## config.mk

```make
export PLATFORM = sky130hd
export DESIGN_NAME = iebk_bank
export DESIGN_NICKNAME = d
export VERILOG_FILES = /design/src/logic/iebk_flag_word.v /design/src/logic/iebk_prio_gate.v /design/src/logic/iebk_bank.v
export VERILOG_INCLUDE_DIRS = /design/src /design/src/logic
export SDC_FILE = /design/constraint.sdc
export NUM_CORES = 1
export LEC_CHECK = 0
export ABC_AREA = 1
export BUFFER_PORTS_ARGS = -buffer_cell sky130_fd_sc_hd__buf_2
export CORE_ASPECT_RATIO = 1.2
export CORE_MARGIN = 4
export CORE_UTILIZATION = 45
export DETAILED_ROUTE_END_ITERATION = 16
export PLACE_DENSITY = 0.69
export RECOVER_POWER = 50
export SYNTH_ARGS = -nofsm -noshare
export SYNTH_HDL_FRONTEND = slang
export SYNTH_SLANG_ARGS = --single-unit
```

## constraint.sdc

```tcl
create_clock -name clk -period 46.2 [get_ports clk]
set_input_delay 2.31 -clock clk [delete_from_list [all_inputs] [get_ports clk]]
set_output_delay 2.31 -clock clk [all_outputs]
set_load 0.01 [all_outputs]
```

## src/logic/iebk_defs.vh

```
// Constants for the interrupt enable bank: map, field layout, reset values.
`ifndef IEBK_DEFS_VH
`define IEBK_DEFS_VH

// ****************************************
// Bus geometry
// ****************************************
`define IEBK_ADDR_W 8
`define IEBK_DATA_W 32
`define IEBK_NUM_SRC 48
`define IEBK_WORDS 3
`define IEBK_PRIO_W 3
`define IEBK_PRIO_WORDS 12

// ****************************************
// Register byte offsets
// ****************************************
`define IEBK_EN_BASE 8'h00
`define IEBK_FLAG_BASE 8'h10
`define IEBK_PRIO_BASE 8'h20
`define IEBK_STAT_OFF 8'h50

// ****************************************
// Decoded register classes
// ****************************************
`define IEBK_CLS_NONE 2'h0
`define IEBK_CLS_EN 2'h1
`define IEBK_CLS_FLAG 2'h2
`define IEBK_CLS_PRIO 2'h3
`define IEBK_SUB_STAT 4'hc

// ****************************************
// Implemented bit masks of the three words
// ****************************************
`define IEBK_IMPL_W0 16'h3fef
`define IEBK_IMPL_W1 16'hfedf
`define IEBK_IMPL_W2 16'h3fe3
`define IEBK_IMPL_ALL {`IEBK_IMPL_W2, `IEBK_IMPL_W1, `IEBK_IMPL_W0}

// ****************************************
// Enable bit positions, word 0
// ****************************************
`define IEBK_ADC_DONE_EN 13
`define IEBK_UART_A_TX_EN 12
`define IEBK_UART_A_RX_EN 11
`define IEBK_SPI_A_DONE_EN 10
`define IEBK_SPI_A_FAULT_EN 9
`define IEBK_TIMER_C_EN 8
`define IEBK_TIMER_B_EN 7
`define IEBK_OUT_CMP_B_EN 6
`define IEBK_IN_CAP_B_EN 5
`define IEBK_TIMER_A_EN 3
`define IEBK_OUT_CMP_A_EN 2
`define IEBK_IN_CAP_A_EN 1
`define IEBK_EXT_IRQ_A_EN 0

// ****************************************
// Enable bit positions, word 1
// ****************************************
`define IEBK_UART_B_TX_EN 15
`define IEBK_UART_B_RX_EN 14
`define IEBK_EXT_IRQ_C_EN 13
`define IEBK_TIMER_E_EN 12
`define IEBK_TIMER_D_EN 11
`define IEBK_OUT_CMP_D_EN 10
`define IEBK_OUT_CMP_C_EN 9
`define IEBK_IN_CAP_H_EN 7
`define IEBK_IN_CAP_G_EN 6
`define IEBK_EXT_IRQ_B_EN 4
`define IEBK_PIN_CHANGE_EN 3
`define IEBK_COMPARATOR_EN 2
`define IEBK_I2C_A_MASTER_EN 1
`define IEBK_I2C_A_SLAVE_EN 0

// ****************************************
// Enable bit positions, word 2
// ****************************************
`define IEBK_PAR_MASTER_PORT_EN 13
`define IEBK_OUT_CMP_H_EN 12
`define IEBK_OUT_CMP_G_EN 11
`define IEBK_OUT_CMP_F_EN 10
`define IEBK_OUT_CMP_E_EN 9
`define IEBK_IN_CAP_F_EN 8
`define IEBK_IN_CAP_E_EN 7
`define IEBK_IN_CAP_D_EN 6
`define IEBK_IN_CAP_C_EN 5
`define IEBK_SPI_B_EVENT_EN 1
`define IEBK_SPI_B_FAULT_EN 0

// ****************************************
// Reset values and bus responses
// ****************************************
`define IEBK_EN_RESET 16'h0000
`define IEBK_FLAG_RESET 16'h0000
`define IEBK_PRIO_RESET 3'h4
`define IEBK_PRIO_OFF 3'h0
`define IEBK_RESP_OKAY 2'h0
`define IEBK_RESP_SLVERR 2'h2

`endif

```

## src/logic/iebk_flag_word.v

```verilog
// One 16-bit word of sticky interrupt flags, set by sources and by software.
`timescale 1ns/1ps
`include "iebk_defs.vh"

module iebk_flag_word #(
  parameter [15:0] IMPL_MASK = 16'hffff
) (
  input wire clk,
  input wire rst_n,
  input wire [15:0] srcEvent,
  input wire wrEn,
  input wire [15:0] wrData,
  input wire [15:0] wrLanes,
  output wire [15:0] flags
);

  reg [15:0] flag_r;
  reg [15:0] flag_nxt;

  // A source event in the same cycle as a software clear keeps the flag set.
  always @* begin
    flag_nxt = flag_r;
    if (wrEn) begin
      flag_nxt = (flag_r & ~wrLanes) | (wrData & wrLanes);
    end
    flag_nxt = (flag_nxt | srcEvent) & IMPL_MASK;
  end

  always @(posedge clk) begin
    if (!rst_n) begin
      flag_r <= `IEBK_FLAG_RESET;
    end else begin
      flag_r <= flag_nxt;
    end
  end

  assign flags = flag_r;

endmodule // iebk_flag_word

```

## src/logic/iebk_prio_gate.v

```verilog
// Priority gating of enabled requests and choice of the winning source.
`timescale 1ns/1ps
`include "iebk_defs.vh"

module iebk_prio_gate (
  input wire [47:0] pending,
  input wire [143:0] prio,
  output reg [47:0] gated,
  output reg anyReq,
  output reg [2:0] bestLevel,
  output reg [5:0] bestIndex
);

  integer i;
  reg [2:0] p;

  // Strict comparison: on equal levels the lowest source index wins.
  always @* begin
    p = `IEBK_PRIO_OFF;
    gated = 48'h000000000000;
    anyReq = 1'b0;
    bestLevel = `IEBK_PRIO_OFF;
    bestIndex = 6'h00;
    for (i = 0; i < `IEBK_NUM_SRC; i = i + 1) begin
      p = prio[i*3 +: 3];
      gated[i] = pending[i] && (p != `IEBK_PRIO_OFF);
      if (gated[i] && (p > bestLevel)) begin
        anyReq = 1'b1;
        bestLevel = p;
        bestIndex = i[5:0];
      end
    end
  end

endmodule // iebk_prio_gate

```

## src/logic/iebk_bank.v

```verilog
// Interrupt enable bank with flags, priorities and an AXI4-Lite register slave.
`timescale 1ns/1ps
`include "iebk_defs.vh"

module iebk_bank (
  input wire clk,
  input wire rst_n,
  input wire [7:0] s_axi_awaddr,
  input wire [2:0] s_axi_awprot,
  input wire s_axi_awvalid,
  output wire s_axi_awready,
  input wire [31:0] s_axi_wdata,
  input wire [3:0] s_axi_wstrb,
  input wire s_axi_wvalid,
  output wire s_axi_wready,
  output wire [1:0] s_axi_bresp,
  output wire s_axi_bvalid,
  input wire s_axi_bready,
  input wire [7:0] s_axi_araddr,
  input wire [2:0] s_axi_arprot,
  input wire s_axi_arvalid,
  output wire s_axi_arready,
  output wire [31:0] s_axi_rdata,
  output wire [1:0] s_axi_rresp,
  output wire s_axi_rvalid,
  input wire s_axi_rready,
  input wire [47:0] srcEvent,
  output wire [47:0] srcReq,
  output wire cpuIrq,
  output wire [2:0] cpuLevel,
  output wire [5:0] cpuVector
);

  // ****************************************
  // Helper functions
  // ****************************************

  // Returns {class, sub-index}; the low two address bits are ignored.
  function [5:0] decodeAddr;
    input [7:0] a;
    reg [7:0] w;
    reg [7:0] off;
    begin
      w = {a[7:2], 2'h0};
      off = 8'h00;
      decodeAddr = {`IEBK_CLS_NONE, 4'h0};
      if (w >= `IEBK_EN_BASE && w < `IEBK_EN_BASE + 8'h0c) begin
        off = w - `IEBK_EN_BASE;
        decodeAddr = {`IEBK_CLS_EN, off[5:2]};
      end else if (w >= `IEBK_FLAG_BASE && w < `IEBK_FLAG_BASE + 8'h0c) begin
        off = w - `IEBK_FLAG_BASE;
        decodeAddr = {`IEBK_CLS_FLAG, off[5:2]};
      end else if (w >= `IEBK_PRIO_BASE && w < `IEBK_PRIO_BASE + 8'h30) begin
        off = w - `IEBK_PRIO_BASE;
        decodeAddr = {`IEBK_CLS_PRIO, off[5:2]};
      end else if (w == `IEBK_STAT_OFF) begin
        decodeAddr = {`IEBK_CLS_PRIO, `IEBK_SUB_STAT};
      end
    end
  endfunction

  // Bit mask of the two low byte lanes, which carry every 16-bit register.
  function [15:0] laneMask;
    input [3:0] strb;
    begin
      laneMask = {{8{strb[1]}}, {8{strb[0]}}};
    end
  endfunction

  // ****************************************
  // Write channel capture
  // ****************************************
  reg awHeld_r;
  reg [7:0] awAddr_r;
  reg wHeld_r;
  reg [31:0] wData_r;
  reg [3:0] wStrb_r;
  reg bValid_r;
  reg [1:0] bResp_r;
  wire doWrite;
  wire [5:0] wrDec;
  wire [1:0] wrCls;
  wire [3:0] wrSub;
  wire [15:0] wrLanes;

  assign s_axi_awready = !awHeld_r && !bValid_r;
  assign s_axi_wready = !wHeld_r && !bValid_r;
  assign doWrite = awHeld_r && wHeld_r && !bValid_r;
  assign wrDec = decodeAddr(awAddr_r);
  assign wrCls = wrDec[5:4];
  assign wrSub = wrDec[3:0];
  assign wrLanes = laneMask(wStrb_r);

  always @(posedge clk) begin
    if (!rst_n) begin
      awHeld_r <= 1'b0;
      awAddr_r <= 8'h00;
      wHeld_r <= 1'b0;
      wData_r <= 32'h00000000;
      wStrb_r <= 4'h0;
      bValid_r <= 1'b0;
      bResp_r <= `IEBK_RESP_OKAY;
    end else begin
      if (s_axi_awvalid && s_axi_awready) begin
        awHeld_r <= 1'b1;
        awAddr_r <= s_axi_awaddr;
      end
      if (s_axi_wvalid && s_axi_wready) begin
        wHeld_r <= 1'b1;
        wData_r <= s_axi_wdata;
        wStrb_r <= s_axi_wstrb;
      end
      if (doWrite) begin
        awHeld_r <= 1'b0;
        wHeld_r <= 1'b0;
        bValid_r <= 1'b1;
        bResp_r <= (wrCls == `IEBK_CLS_NONE) ? `IEBK_RESP_SLVERR : `IEBK_RESP_OKAY;
      end else if (bValid_r && s_axi_bready) begin
        bValid_r <= 1'b0;
      end
    end
  end

  assign s_axi_bvalid = bValid_r;
  assign s_axi_bresp = bResp_r;

  // ****************************************
  // Enable and priority registers
  // ****************************************
  reg [47:0] enable_r;
  reg [143:0] prio_r;
  integer k;
  integer j;
  wire [47:0] implAll;

  assign implAll = `IEBK_IMPL_ALL;

  // Enables and priorities are written here; flags live in their own words.
  always @(posedge clk) begin
    if (!rst_n) begin
      enable_r <= {`IEBK_EN_RESET, `IEBK_EN_RESET, `IEBK_EN_RESET};
      for (k = 0; k < `IEBK_NUM_SRC; k = k + 1) begin
        prio_r[k*3 +: 3] <= `IEBK_PRIO_RESET;
      end
    end else if (doWrite) begin
      for (k = 0; k < `IEBK_WORDS; k = k + 1) begin
        if (wrCls == `IEBK_CLS_EN && wrSub == k[3:0]) begin
          enable_r[k*16 +: 16] <= ((enable_r[k*16 +: 16] & ~wrLanes) |
            (wData_r[15:0] & wrLanes)) & implAll[k*16 +: 16];
        end
      end
      for (k = 0; k < `IEBK_PRIO_WORDS; k = k + 1) begin
        if (wrCls == `IEBK_CLS_PRIO && wrSub == k[3:0]) begin
          for (j = 0; j < 4; j = j + 1) begin
            if (wStrb_r[j/2]) begin
              prio_r[(k*4+j)*3 +: 3] <= wData_r[j*4 +: 3];
            end
          end
        end
      end
    end
  end

  // ****************************************
  // Flag words
  // ****************************************

  // Sources drive srcEvent from logic on this clock, so no synchroniser is used.
  // External inputs only arrive here once software has mapped them to a pin.
  wire [47:0] flagAll;
  localparam [47:0] IMPL_ALL = `IEBK_IMPL_ALL;

  genvar g;
  generate
    for (g = 0; g < 3; g = g + 1) begin : gFlag
      iebk_flag_word #(
        .IMPL_MASK(IMPL_ALL[g*16 +: 16])
      ) uFlag (
        .clk(clk),
        .rst_n(rst_n),
        .srcEvent(srcEvent[g*16 +: 16]),
        .wrEn(doWrite && wrCls == `IEBK_CLS_FLAG && wrSub == g),
        .wrData(wData_r[15:0]),
        .wrLanes(wrLanes),
        .flags(flagAll[g*16 +: 16])
      );
    end
  endgenerate

  // ****************************************
  // Request gating towards the core
  // ****************************************
  wire [47:0] pending;
  wire [47:0] gated;
  wire anyReq;
  wire [2:0] bestLevel;
  wire [5:0] bestIndex;
  reg [47:0] srcReq_r;
  reg cpuIrq_r;
  reg [2:0] cpuLevel_r;
  reg [5:0] cpuVector_r;

  assign pending = flagAll & enable_r;

  iebk_prio_gate uGate (
    .pending(pending),
    .prio(prio_r),
    .gated(gated),
    .anyReq(anyReq),
    .bestLevel(bestLevel),
    .bestIndex(bestIndex)
  );

  // Registered so the core sees glitch-free requests, at one cycle of latency.
  always @(posedge clk) begin
    if (!rst_n) begin
      srcReq_r <= 48'h000000000000;
      cpuIrq_r <= 1'b0;
      cpuLevel_r <= `IEBK_PRIO_OFF;
      cpuVector_r <= 6'h00;
    end else begin
      srcReq_r <= gated;
      cpuIrq_r <= anyReq;
      cpuLevel_r <= bestLevel;
      cpuVector_r <= bestIndex;
    end
  end

  assign srcReq = srcReq_r;
  assign cpuIrq = cpuIrq_r;
  assign cpuLevel = cpuLevel_r;
  assign cpuVector = cpuVector_r;

  // ****************************************
  // Read channel
  // ****************************************
  reg rValid_r;
  reg [31:0] rData_r;
  reg [1:0] rResp_r;
  reg [31:0] rdNxt;
  reg [1:0] rdResp;
  wire [5:0] rdDec;
  integer m;

  assign s_axi_arready = !rValid_r;
  assign rdDec = decodeAddr(s_axi_araddr);

  // Bit positions follow the enable map; unimplemented bits are zero in storage.
  always @* begin
    rdNxt = 32'h00000000;
    rdResp = `IEBK_RESP_OKAY;
    case (rdDec[5:4])
      `IEBK_CLS_EN: begin
        for (m = 0; m < `IEBK_WORDS; m = m + 1) begin
          if (rdDec[3:0] == m[3:0]) begin
            rdNxt[15:0] = enable_r[m*16 +: 16];
          end
        end
      end
      `IEBK_CLS_FLAG: begin
        for (m = 0; m < `IEBK_WORDS; m = m + 1) begin
          if (rdDec[3:0] == m[3:0]) begin
            rdNxt[15:0] = flagAll[m*16 +: 16];
          end
        end
      end
      `IEBK_CLS_PRIO: begin
        if (rdDec[3:0] == `IEBK_SUB_STAT) begin
          rdNxt[9:0] = {cpuIrq_r, cpuLevel_r, cpuVector_r};
        end else begin
          for (m = 0; m < 4; m = m + 1) begin
            rdNxt[m*4 +: 3] = prio_r[(rdDec[3:0]*4 + m)*3 +: 3];
          end
        end
      end
      default: begin
        rdResp = `IEBK_RESP_SLVERR;
      end
    endcase
  end

  always @(posedge clk) begin
    if (!rst_n) begin
      rValid_r <= 1'b0;
      rData_r <= 32'h00000000;
      rResp_r <= `IEBK_RESP_OKAY;
    end else if (s_axi_arvalid && s_axi_arready) begin
      rValid_r <= 1'b1;
      rData_r <= rdNxt;
      rResp_r <= rdResp;
    end else if (rValid_r && s_axi_rready) begin
      rValid_r <= 1'b0;
    end
  end

  assign s_axi_rvalid = rValid_r;
  assign s_axi_rdata = rData_r;
  assign s_axi_rresp = rResp_r;

endmodule // iebk_bank

```

==> results.sh <==
export IMPL_status="finished, violations left"
export IMPL_violations="capacitance limit, slew limit"
export IMPL_core_area_mm2=0.0401
export IMPL_crit_top_cell="nand2_2"
export IMPL_rows=80
export IMPL_r2r_cells=283
export IMPL_hpwl_um=54900
export IMPL_yosysMostFrequentCell="inv_1"
export IMPL_synth_top_area_frac=0.341
export IMPL_wl_um=74400
export IMPL_cp_required_ns=46.66
export IMPL_drt_iter0_markers=1980
export IMPL_synthFlopType="dfxtp_1"
export IMPL_synthTopCellsByCount="461 x inv_1, 442 x nand2_1, 314 x dfxtp_1, 269 x a21oi_1, 250 x nor2_1"
export IMPL_p_per_area_mw_per_mm2=30.8
export IMPL_max_freq_mhz=22.8
export IMPL_numPortBuffers=145
export IMPL_cp_data_arrival_time_ns=44.35
export IMPL_crit_path_max_fanout=6
export IMPL_die_area_mm2=0.0442
export IMPL_synthArstFlopShare=0
export IMPL_htreeDepth=2
export IMPL_grt_pass1_vias=18300
export IMPL_p_leak_nw=9.26
export IMPL_ys_seq_area_frac=0.341
export IMPL_fin_crit_sh=0.950
export IMPL_hold_path_depth=2
export IMPL_critPathLaunchType="flop"
export IMPL_yosys_area_top_type="dfxtp_1"
export IMPL_syn_avg_cell_area_um2=6.84
export IMPL_n_antenna_cell=0
export IMPL_cap_violations=2
export IMPL_min_from="prio_r[43]"
export IMPL_place_congestion=0.995
export IMPL_timing_rr_start="gFlag[0].uFlag.flags[0]"
export IMPL_end_kind="flop"
export IMPL_syn_inst=2692
export IMPL_grt_ovfl_total=0
export IMPL_maxSlewViolCount=151
export IMPL_postRouteAntennaNets=0
export IMPL_nNetsFinal=3035
export IMPL_grt_pass1_wl_um=108000
export IMPL_finish_cell_count_without_fillers=3432
export IMPL_chipWidth_um=193
export IMPL_cts_clk_slew_worst_paths_ns=0.06
export IMPL_yosys_warnings=0
export IMPL_grt_max_degree=102
export IMPL_finalSetupViolations=0
export IMPL_holdBufCountCts=0
export IMPL_ys_ff_latch=314
export IMPL_tritoncts="yes"
export IMPL_cts_sinks=314
export IMPL_hold_viol=0
export IMPL_synth_distinct_cells=47
export IMPL_crit_type="reg2reg"
export IMPL_relSlewSlack=-1.86
export IMPL_vias_per_cell=5.74
export IMPL_cts_root_buf="clkbuf_16"
export IMPL_drc=0
export IMPL_fin_tns_setup_ns=0
export IMPL_slowest_stage="dfxtp_2"
export IMPL_dieHeight_um=230
export IMPL_drive_above_1_share=0.153
export IMPL_clock_latency_ns=0.54
export IMPL_clock_skew_ns=0.0139
export IMPL_io_pins=212
export IMPL_min_period_ns=43.89
export IMPL_crit_start="gFlag[0].uFlag.flags[0]"
export IMPL_worstMarginPinSlew_ns=4.29
export IMPL_firstDrtPassIters=7
export IMPL_syn_to_final_growth_pct=16.2
export IMPL_wl_per_cell_um=21.7
export IMPL_synthTopCellsByArea="dfxtp_1 34%, inv_1 9.4%, nand2_1 9.0%"
export IMPL_syn_area_mm2=0.0184
export IMPL_irDropWorstVdd_v=0.0000244
export IMPL_synth_edf_count=0
export IMPL_numCtsBuffers=36
export IMPL_max_clock_path_buffers=3
export IMPL_start_util=0.459
export IMPL_cpPeakStageDelay_ns=0.36
export IMPL_hold_path_class="reg2reg"
export IMPL_track_usage=0.321
export IMPL_placed_cells=3308
export IMPL_antenna_found_initial=2
export IMPL_vias=19700
[per-stage QoR]
stage	cell area (um2)	worst slack, ns	hold slack, ns	total power (W)	utilization
after floorplan	18500	5.71	0.424	0.000332	-
after global placement	19600	2.38	0.437	0.000365	0.488
after detailed placement	19600	1.35	0.443	0.000366	0.488
after CTS	20700	1.05	0.453	0.000655	0.517
after global routing	21400	-0.384	0.484	0.000676	0.533
final	21400	2.31	0.452	0.000658	0.533
[worst paths after layout]
path                        to  slack [ns]
setup / recovery  cpuVector[4]        2.31
hold / removal      prio_r[43]        0.45
setup reg to reg  cpuVector[4]        2.31
hold reg to reg     prio_r[43]        0.45
[repair_timing]
item	in CTS	in global routing
gates resized for setup	0	76
endpoints found under the hold margin	0	0
endpoints found under the setup margin	0	10
buffers inserted	0	60
[cell type report]
cell class | instances | area [um2]
fill | 3962 | 18800
multi-input combinational | 1814 | 10200
sequential | 314 | 6290
inverter | 477 | 1790
timing repair buffer | 230 | 1280
clock buffer | 56 | 1080
tap | 533 | 667
clock inverter | 8 | 96.3
[cell families after synthesis]
logic type,after synthesis,synth area share
compound gates,744,0.237
xor+xnor,2,0.000952
fa+ha+maj,49,0.0333
simple gates,990,0.261
other cells,1,0.000204
buf+inv,591,0.126
mux,1,0.000612
flops,314,0.341
[cells in the final DEF (no fill, tap or decap), drive strengths merged, types with 3 or more instances in the layout]
| cell | instances |
|---|---|
| o211ai | 46 |
| o2111ai | 9 |
| a221oi | 12 |
| conb | 28 |
| nor2 | 253 |
| o21ai | 248 |
| o21a | 32 |
| a211oi | 11 |
| clkinv | 16 |
| nand3b | 6 |
| a22oi | 5 |
| o311ai | 4 |
| a32oi | 3 |
| dfxtp | 314 |
| a21oi | 270 |
| clkbuf | 126 |
| inv | 465 |
| o221ai | 25 |
| o31ai | 3 |
| nand2 | 508 |
| nor3 | 9 |
| ha | 49 |
| o21bai | 10 |
| nand3 | 133 |
| nand4 | 41 |
| o22ai | 25 |
| a31oi | 9 |
| a311oi | 30 |
| or2 | 36 |
| buf | 160 |
[power by group]
part	leakage, nW	switching (W)	internal [W]	total [W]
sequential	2.55	0.00000731	0.000276	0.000284
combinational	6.13	0.0000603	0.0000211	0.0000814
clock	0.575	0.000121	0.000172	0.000293
[critical path: cells and delay by family (launching register included)]
family / cells / cell delay (ns)
AO/OA/AOI/OAI: 49 / 9.05
adder cells (fa/ha/maj): 37 / 9.75
buffers and inverters: 20 / 1.28
AND/OR/NAND/NOR: 177 / 23.25
flip-flops: 1 / 0.36
[layer usage]
layer / GRT usage / share of wire / wire [um] / vias up
met5: 0 / 0 / 0 / -
met4: 0.187 / 0.070 / 5200 / 0
met3: 0.0576 / 0.092 / 6840 / 269
met2: 0.517 / 0.46 / 34200 / 1054
met1: 0.400 / 0.38 / 28200 / 9176
li1: - / - / - / 9209
Note: power is estimated with default switching activity, not from simulation.
